==> src/verilog/clk_pwr_consts.svh <==
/*
 * constants for the sample clock divider, alignment and power control.
 * assumes inclusion by the main module only; the package does not include it.
 */
`ifndef CLK_PWR_CONSTS_SVH
`define CLK_PWR_CONSTS_SVH
`define CFG_SYNC_ADDR 12'h100
`define SYNC_EN_BIT 1
`define SYNC_ONCE_BIT 2
`define DIV_MIN 4'h1
`define DIV_MAX 4'h8
`define DCS_MIN_MHZ 20
`define CLK_MHZ 25
`define WAKE_PD_NS 2000
`define WAKE_SB_NS 200
`define CLK_NS 40
`define WAKE_PD_CYC ((`WAKE_PD_NS + `CLK_NS - 1) / `CLK_NS)
`define WAKE_SB_CYC ((`WAKE_SB_NS + `CLK_NS - 1) / `CLK_NS)
`define WAKE_W 7
`endif

==> src/verilog/clk_pwr_pkg.sv <==
/*
 * types for the sample clock block.
 * assumes nothing beyond the constants header.
 */
package clk_pwr_pkg;
   typedef enum logic [1:0] {
      PWR_RUN,
      PWR_STANDBY,
      PWR_DOWN,
      PWR_WAKE
   } pwr_state_t;
endpackage

==> src/verilog/clk_pwr_ctrl.sv <==
/*
 * sample clock divider with alignment, duty cycle stabilizer model and
 * power state control.
 * assumes clk is the sample clock, config writes are one-cycle strobes.
 */
`timescale 1ns/100ps
`default_nettype none
`include "clk_pwr_consts.svh"
// Operation
// divide the sample clock by any integer ratio from one to eight
// ratios one, two and four work with stabilizer on or off
// software must enable the stabilizer for ratios three, five to eight
// bits 1 and 2 of config 0x100 pick every or first alignment
// an accepted alignment pulse resets the divider counter
// alignment input passes a two flop synchroniser first
// external alignment input changes in step with the sample clock
// stabilizer keeps rising edge, regenerates falling edge near 50 percent
// stabilizer is inactive below about twenty megahertz
// system waits 1.5 to 5 us after rate changes for relock
// stabilizer is bypassed while its loop is unlocked
// power down on pin high or config request
// data output drivers are high impedance during power down
// pin low returns the device to normal operation
// power down stops reference, bias and clock; wake needs recharge
// config standby keeps reference on and wakes faster
// single alignment arms on mode write, disarms after first pulse
// power down is pin or config; standby only without power down
module clk_pwr_ctrl (
   input wire logic clk,
   input wire logic sys_rst,
   input wire logic [2:0] div_sel,
   input wire logic dcs_enable,
   input wire logic dcs_locked,
   input wire logic [7:0] clk_rate_mhz,
   input wire logic cfg_wr,
   input wire logic [11:0] cfg_addr,
   input wire logic [7:0] cfg_wdata,
   input wire logic align_in,
   input wire logic power_down_pin,
   input wire logic cfg_power_down,
   input wire logic cfg_standby,
   output logic conv_clk,
   output logic conv_rise,
   output logic dcs_active,
   output logic dcs_warn,
   output logic align_armed,
   output logic align_pulse,
   output logic data_oe,
   output logic ref_on,
   output logic bias_on,
   output logic clk_on,
   output logic conv_valid,
   output logic [1:0] pwr_state
);
   localparam logic [`WAKE_W-1:0] WAKE_PD =
      `WAKE_W'(`WAKE_PD_CYC);
   localparam logic [`WAKE_W-1:0] WAKE_SB =
      `WAKE_W'(`WAKE_SB_CYC);

   function automatic logic dcs_needed(input logic [3:0] r);
      dcs_needed = !(r == 4'h1 || r == 4'h2 || r == 4'h4);
   endfunction

   logic sync_en_q, sync_once_q, armed_q;
   logic align_s, align_d1_q, align_rise, align_take;
   logic [3:0] cnt_q, cnt_d, ratio, half_hi;
   logic conv_clk_q, conv_rise_q, dcs_act_q, dcs_warn_q;
   logic align_pulse_q, data_oe_q, ref_q, bias_q, clk_on_q, valid_q;
   clk_pwr_pkg::pwr_state_t st_q, st_d;
   logic [`WAKE_W-1:0] wake_q, wake_d;
   logic pd_req, sb_req, mode_wr, dcs_use;

   sync_2ff u_align_sync (
      .clk(clk),
      .sys_rst(sys_rst),
      .d(align_in),
      .q(align_s)
   );

   assign ratio = {1'b0, div_sel} + 4'h1;
   assign mode_wr = cfg_wr && cfg_addr == `CFG_SYNC_ADDR;
   assign align_rise = align_s && !align_d1_q;
   assign align_take = align_rise && sync_en_q &&
      (!sync_once_q || armed_q);
   assign dcs_use = dcs_enable && dcs_locked &&
      clk_rate_mhz >= 8'(`DCS_MIN_MHZ);
   // with stabilizer and ratio above one high half is ratio/2, else the raw pattern of one
   assign half_hi = dcs_use && ratio != 4'h1 ? (ratio >> 1) : 4'h1;
   assign pd_req = power_down_pin || cfg_power_down;
   assign sb_req = cfg_standby && !pd_req;

   always_comb begin
      cnt_d = cnt_q + 4'h1;
      if (align_take || cnt_q >= ratio - 4'h1) begin
         cnt_d = 4'h0;
      end
   end

   always_comb begin
      st_d = st_q;
      wake_d = wake_q;
      unique case (st_q)
         clk_pwr_pkg::PWR_RUN: begin
            if (pd_req) st_d = clk_pwr_pkg::PWR_DOWN;
            else if (sb_req) st_d = clk_pwr_pkg::PWR_STANDBY;
         end
         clk_pwr_pkg::PWR_STANDBY: begin
            if (pd_req) st_d = clk_pwr_pkg::PWR_DOWN;
            else if (!sb_req) begin
               st_d = clk_pwr_pkg::PWR_WAKE;
               wake_d = WAKE_SB;
            end
         end
         clk_pwr_pkg::PWR_DOWN: begin
            if (sb_req) begin
               st_d = clk_pwr_pkg::PWR_STANDBY;
            end else if (!pd_req) begin
               st_d = clk_pwr_pkg::PWR_WAKE;
               wake_d = WAKE_PD;
            end
         end
         clk_pwr_pkg::PWR_WAKE: begin
            if (pd_req) st_d = clk_pwr_pkg::PWR_DOWN;
            else if (sb_req) st_d = clk_pwr_pkg::PWR_STANDBY;
            else if (wake_q <= `WAKE_W'(1)) st_d = clk_pwr_pkg::PWR_RUN;
            else wake_d = wake_q - `WAKE_W'(1);
         end
      endcase
   end

   always_ff @(posedge clk) begin
      if (sys_rst) begin
         sync_en_q <= 1'b0;
         sync_once_q <= 1'b0;
         armed_q <= 1'b0;
         align_d1_q <= 1'b0;
      end else begin
         align_d1_q <= align_s;
         if (mode_wr) begin
            sync_en_q <= cfg_wdata[`SYNC_EN_BIT];
            sync_once_q <= cfg_wdata[`SYNC_ONCE_BIT];
            armed_q <= 1'b1;
         end else if (align_take && sync_once_q) begin
            armed_q <= 1'b0;
         end
      end
   end

   always_ff @(posedge clk) begin
      if (sys_rst || st_q != clk_pwr_pkg::PWR_RUN &&
          st_q != clk_pwr_pkg::PWR_WAKE) begin
         cnt_q <= 4'h0;
         conv_clk_q <= 1'b0;
         conv_rise_q <= 1'b0;
      end else begin
         cnt_q <= cnt_d;
         conv_clk_q <= cnt_d < half_hi;
         conv_rise_q <= cnt_d == 4'h0;
      end
   end

   always_ff @(posedge clk) begin
      if (sys_rst) begin
         st_q <= clk_pwr_pkg::PWR_RUN;
         wake_q <= '0;
         dcs_act_q <= 1'b0;
         dcs_warn_q <= 1'b0;
         align_pulse_q <= 1'b0;
         data_oe_q <= 1'b0;
         ref_q <= 1'b0;
         bias_q <= 1'b0;
         clk_on_q <= 1'b0;
         valid_q <= 1'b0;
      end else begin
         st_q <= st_d;
         wake_q <= wake_d;
         dcs_act_q <= dcs_use;
         dcs_warn_q <= dcs_needed(ratio) && !dcs_enable;
         align_pulse_q <= align_take;
         data_oe_q <= st_d != clk_pwr_pkg::PWR_DOWN;
         ref_q <= st_d != clk_pwr_pkg::PWR_DOWN;
         bias_q <= st_d == clk_pwr_pkg::PWR_RUN ||
            st_d == clk_pwr_pkg::PWR_WAKE;
         clk_on_q <= st_d == clk_pwr_pkg::PWR_RUN ||
            st_d == clk_pwr_pkg::PWR_WAKE;
         valid_q <= st_d == clk_pwr_pkg::PWR_RUN;
      end
   end

   assign conv_clk = conv_clk_q;
   assign conv_rise = conv_rise_q;
   assign dcs_active = dcs_act_q;
   assign dcs_warn = dcs_warn_q;
   assign align_armed = armed_q;
   assign align_pulse = align_pulse_q;
   assign data_oe = data_oe_q;
   assign ref_on = ref_q;
   assign bias_on = bias_q;
   assign clk_on = clk_on_q;
   assign conv_valid = valid_q;
   assign pwr_state = st_q;

   property p_pd_oe;
      @(posedge clk) disable iff (sys_rst)
      pd_req |=> !data_oe;
   endproperty
   a_pd_oe: assert property (p_pd_oe) else $error("oe on in power down");

   property p_pd_state;
      @(posedge clk) disable iff (sys_rst)
      pd_req |=> pwr_state == 2'(clk_pwr_pkg::PWR_DOWN);
   endproperty
   a_pd_state: assert property (p_pd_state) else $error("no power down");

   property p_wake;
      @(posedge clk) disable iff (sys_rst)
      $fell(pd_req) && !cfg_standby |=> !conv_valid [*8];
   endproperty
   a_wake: assert property (p_wake) else $error("valid too soon");

   // wake count from power down plus two register stages
   localparam int RET_MAX = `WAKE_PD_CYC + 2;

   property p_ret;
      @(posedge clk) disable iff (sys_rst)
      $fell(pd_req) && !cfg_standby |->
         ##[1:RET_MAX] (conv_valid || pd_req || cfg_standby);
   endproperty
   a_ret: assert property (p_ret) else $error("no return to run");

   property p_align;
      @(posedge clk) disable iff (sys_rst)
      align_take && pwr_state == 2'(clk_pwr_pkg::PWR_RUN) |=> cnt_q == 4'h0;
   endproperty
   a_align: assert property (p_align) else $error("divider not reset");

   property p_once;
      @(posedge clk) disable iff (sys_rst)
      align_take && sync_once_q && !mode_wr |=> !align_armed;
   endproperty
   a_once: assert property (p_once) else $error("still armed");

   property p_div;
      @(posedge clk) disable iff (sys_rst)
      pwr_state == 2'(clk_pwr_pkg::PWR_RUN) && $stable(div_sel) |->
         cnt_q < ratio;
   endproperty
   a_div: assert property (p_div) else $error("counter past ratio");

   property p_dcs;
      @(posedge clk) disable iff (sys_rst)
      clk_rate_mhz < 8'(`DCS_MIN_MHZ) |=> !dcs_active;
   endproperty
   a_dcs: assert property (p_dcs) else $error("stabilizer active slow");

   property p_sb;
      @(posedge clk) disable iff (sys_rst)
      sb_req |=> ref_on && !bias_on;
   endproperty
   a_sb: assert property (p_sb) else $error("standby levels wrong");
endmodule
`default_nettype wire

==> src/verilog/sync_2ff.sv <==
/*
 * two flop synchroniser for one level.
 * assumes d may change at any time relative to clk.
 */
`timescale 1ns/100ps
`default_nettype none
module sync_2ff (
   input wire logic clk,
   input wire logic sys_rst,
   input wire logic d,
   output logic q
);
   logic meta_q;
   always_ff @(posedge clk) begin
      if (sys_rst) begin
         meta_q <= 1'b0;
         q <= 1'b0;
      end else begin
         meta_q <= d;
         q <= meta_q;
      end
   end
endmodule
`default_nettype wire

==> config.mk <==
export PLATFORM = sky130hd
export DESIGN_NAME = clk_pwr_ctrl
export DESIGN_NICKNAME = d
export VERILOG_FILES = /design/src/verilog/clk_pwr_pkg.sv /design/src/verilog/clk_pwr_ctrl.sv /design/src/verilog/sync_2ff.sv
export VERILOG_INCLUDE_DIRS = /design/src /design/src/verilog
export SDC_FILE = /design/constraint.sdc
export NUM_CORES = 1
export LEC_CHECK = 0
export BUFFER_PORTS_ARGS = -buffer_cell sky130_fd_sc_hd__buf_2
export CORE_UTILIZATION = 25
export CTS_BUF_LIST = sky130_fd_sc_hd__clkbuf_16
export CTS_CLUSTER_SIZE = 20
export DETAILED_ROUTE_END_ITERATION = 10
export SLEW_MARGIN = 20
export SYNTH_ARGS = -nofsm -noshare
export SYNTH_HDL_FRONTEND = slang
export SYNTH_SLANG_ARGS = --single-unit
export TNS_END_PERCENT = 100
==> constraint.sdc <==
create_clock -name clk -period 3.2 [get_ports clk]
set_input_delay 0.16 -clock clk [delete_from_list [all_inputs] [get_ports clk]]
set_output_delay 0.16 -clock clk [all_outputs]
set_load 0.02 [all_outputs]
==> summary.txt <==
TIMING
----------------------------------------------------------------------------------------------------
Worst-case headroom to the max-slew limit .............................................       0.5872
Transition time at the pin with the least slew margin .................................     615.1 ps
Number of setup violations in the final report ........................................            0
Final slew viol count .................................................................            0
Setup repair after global routing missed its margin ...................................        false
F_max .................................................................................   0.3770 GHz
Skew final ............................................................................     7.152 ps
Final-report hold violation count .....................................................            0
Summed negative setup slack over all endpoints ........................................         0 ps
Clock period minus worst slack ........................................................      2653 ps
Share of the cycle needed by the critical path after routing ..........................       0.8290

DRT
----------------------------------------------------------------------------------------------------
Drt pass-1 iters ......................................................................            4
Avg WL per Cell .......................................................................     11.91 um
Via density per instance ..............................................................        4.917
Final routed DRC violation total ......................................................            0
DRT antenna net count .................................................................            0
Total detailed-routing wirelength .....................................................      3729 um
Initial detailed-routing violation count ..............................................           78
Vias after detailed routing ...........................................................        1,539

YOSYS
----------------------------------------------------------------------------------------------------
Netlist cell types ....................................................................           50
Average cell area after synthesis .....................................................  8.675 sq um
Post-synth top flop ................................................................... sky130_fd_sc_hd__dfxtp_1
Cell types occupying the most area after synthesis .................................... sky130_fd_sc_hd__dfxtp_1, sky130_fd_sc_hd__ha_1, sky130_fd_sc_hd__a21oi_1, sky130_fd_sc_hd__inv_1, sky130_fd_sc_hd__nor2b_1
Share of the synthesized area in the top cell type ....................................       0.3212
Post-synth ARST share .................................................................            0
Sequential fraction of the synthesis area .............................................       0.3212
Mapped cell area ......................................................................   1683 sq um
Post-synth top area cell .............................................................. sky130_fd_sc_hd__dfxtp_1
Cells after Synth .....................................................................          194
Number of flops mapped to enable cells by yosys .......................................            0
Synthesized netlist net count .........................................................          251
Synthesis-stage register bit count ....................................................           27
Total of warnings raised by yosys .....................................................            0

FLOORPLAN
----------------------------------------------------------------------------------------------------
Vert. Die Dim .........................................................................     84.05 um
I/O pin total .........................................................................           53
Die X .................................................................................     84.05 um
Cell row count ........................................................................           29
Core region area ......................................................................   6422 sq um
Starting Density ......................................................................       0.2620
DIE AREA ..............................................................................   7064 sq um

PLACE
----------------------------------------------------------------------------------------------------
Post-detail-place hpwl ................................................................      2803 um
DP Area ...............................................................................   1973 sq um
Number of buffers added on ports ......................................................           44
Routability cong. .....................................................................       0.8040

SETUP PATH
----------------------------------------------------------------------------------------------------
Required time of the critical path ....................................................      3340 ps
Kind of launch point of the worst setup path .......................................... primary input
Slack of the worst reg-to-reg path ....................................................       590 ps
Nature of the critical path endpoint ..................................................         flop
Crit path kind ........................................................................ primary input to flop
Critical register-to-register path startpoint .........................................     cnt_q[0]
Launching instance or port of the critical path .......................................   div_sel[0]
Data arrival, critical path ...........................................................      2790 ps
CP max FO .............................................................................            6

WORST HOLD PATH
----------------------------------------------------------------------------------------------------
Beginning of the worst hold path ......................................................   dcs_enable
Worst min-delay path category ......................................................... primary input to flop

CLOCKING
----------------------------------------------------------------------------------------------------
CTS tree ..............................................................................         done
CTS sink cnt ..........................................................................           27
Number of resized instances in the post-cts repair step ...............................            0
H-tree depth ..........................................................................            1
CTS Hold Buffers Added ................................................................            0
Clock buffers created by TritonCTS ....................................................            3
Post-CTS Setup Repair Bufs ............................................................            0
Clock latency reported for the late side of the worst-skew pair .......................       270 ps
Clk buf depth .........................................................................            2
Clock-pin slew reported for the worst setup and hold paths after clock tree synthesis .        70 ps
Master cell of the clock root buffer .................................................. sky130_fd_sc_hd__clkbuf_16

POWER
----------------------------------------------------------------------------------------------------
Cell Pwr Density ...................................................................... 466.4 nW/um^2
VDD IR max ............................................................................    0.2237 mV
Leakage power .........................................................................    0.8985 nW

GRT
----------------------------------------------------------------------------------------------------
Number of global-route vias before repair .............................................        1,440
Global-route usage over all layers ....................................................       0.1077
Number of antenna violations at the first check in global routing .....................            0
Global route overflow .................................................................            0
Maximum number of pins on one net before global-route repair ..........................           27
Global-route wire length before repair ................................................      6334 um

RUN STATUS
----------------------------------------------------------------------------------------------------
Status ................................................................................ complete, no violations

LAYOUT
----------------------------------------------------------------------------------------------------
Number of flip-flops under the largest register name ..................................            7
Top reg by flops ......................................................................       wake_q
Commonest non-fill, non-tap cell in the layout ........................................ sky130_fd_sc_hd__buf_2
Most frequent cells in the layout ..................................................... sky130_fd_sc_hd__buf_2, sky130_fd_sc_hd__dfxtp_1, sky130_fd_sc_hd__ha_1
Share of post-route cells with drive strength above 1 .................................       0.2458
Relative area change from synthesis to final layout ...................................       22.16%
Number of nets in the layout ..........................................................          294
Final non-filler cell area ............................................................   2056 sq um
Ant diodes ............................................................................            0

RUN
----------------------------------------------------------------------------------------------------
Number of maximum-capacitance constraint violations ...................................            0

## layout make-up
cell class	instances	area (sq um)
Clock buffer	3	75.07
Clock inverter	1	7.507
Fill cell	669	4367
Inverter	14	52.55
Multi-Input combinational cell	146	1056
Sequential cell	27	540.5
Tap cell	77	96.34
Timing Repair Buffer	45	227.7
## worst max-delay path, stage by stage
cell                        delay (ps)
sky130_fd_sc_hd__buf_2             130
sky130_fd_sc_hd__ha_1              260
sky130_fd_sc_hd__or2_2             300
sky130_fd_sc_hd__a21oi_1           120
sky130_fd_sc_hd__o21ai_0           120
sky130_fd_sc_hd__ha_1              280
sky130_fd_sc_hd__o21a_1            120
sky130_fd_sc_hd__a211o_1           360
sky130_fd_sc_hd__nor2_1            130
sky130_fd_sc_hd__ha_1              250
sky130_fd_sc_hd__nand2_1            80
sky130_fd_sc_hd__o21ai_0            70
sky130_fd_sc_hd__a2111oi_0         410
## metal layers
| metal | vias to the layer above | part of all wire | GRT usage |
|---|---|---|---|
| li1 | 797 | - | - |
| met1 | 713 | 0.49 | 0.1404 |
| met2 | 25 | 0.47 | 0.1803 |
| met3 | 4 | 0.029 | 0.01682 |
| met4 | 0 | 0.0072 | 0.03605 |
| met5 | - | 0 | 0 |
## worst paths after layout
check,end,depth (start not counted)
max,conv_clk,13
min,dcs_warn,2
max reg2reg,conv_clk,10
min reg2reg,u_align_sync.q,1
## per-stage QoR
step / std cells / setup slack [ps] / power [W] / utilization / hold slack, ps
2_1_floorplan: 194 / 678.0 / 0.0005904 / - / 235.8
3_3_place_gp: 309 / 282.7 / 0.0006629 / 0.3072 / 344.3
3_5_place_dp: 309 / 296.1 / 0.0006688 / 0.3072 / 351.1
4_1_cts: 313 / 560.6 / 0.0009695 / 0.3201 / 67.95
5_1_grt: 313 / 314.6 / 0.001017 / 0.3201 / 70.89
6_report: 313 / 547.1 / 0.0009588 / 0.3201 / 70.22
## cells in the mapped netlist, types with 3 or more instances
library cell / number
sky130_fd_sc_hd__a2111oi_0: 3
sky130_fd_sc_hd__inv_1: 14
sky130_fd_sc_hd__ha_1: 17
sky130_fd_sc_hd__o21a_1: 3
sky130_fd_sc_hd__nor2_1: 11
sky130_fd_sc_hd__dfxtp_1: 27
sky130_fd_sc_hd__a21oi_1: 13
sky130_fd_sc_hd__a211o_1: 3
sky130_fd_sc_hd__nor4b_1: 3
sky130_fd_sc_hd__o31ai_1: 4
sky130_fd_sc_hd__nand2b_1: 3
sky130_fd_sc_hd__nand3_1: 4
sky130_fd_sc_hd__nor3_1: 6
sky130_fd_sc_hd__a21boi_0: 3
sky130_fd_sc_hd__nor2b_1: 8
sky130_fd_sc_hd__o21ai_0: 10
sky130_fd_sc_hd__nand2_1: 7
sky130_fd_sc_hd__nor4_1: 6
sky130_fd_sc_hd__clkbuf_1: 5
## kinds of logic after synthesis
family                     after synthesis  share of synthesized area
adders and majority gates               17                     0.1264
DFF                                     27                     0.3212
xor gates and xnor gates                 3                    0.01562
buffers and inverters                   21                    0.05130
AOI/OAI and AO/OA                       56                     0.2216
muxes                                    2                    0.01190
and+or+nand+nor                         68                     0.2521
## power breakdown
part | switching [W] | leakage [nW] | internal, W
combinational | 0.000148 | 0.640 | 0.000120
sequential | 0.0000274 | 0.221 | 0.000365
clock | 0.000128 | 0.0371 | 0.000170
total | 0.000304 | 0.899 | 0.000655
Power figures use the tool's default switching activity.
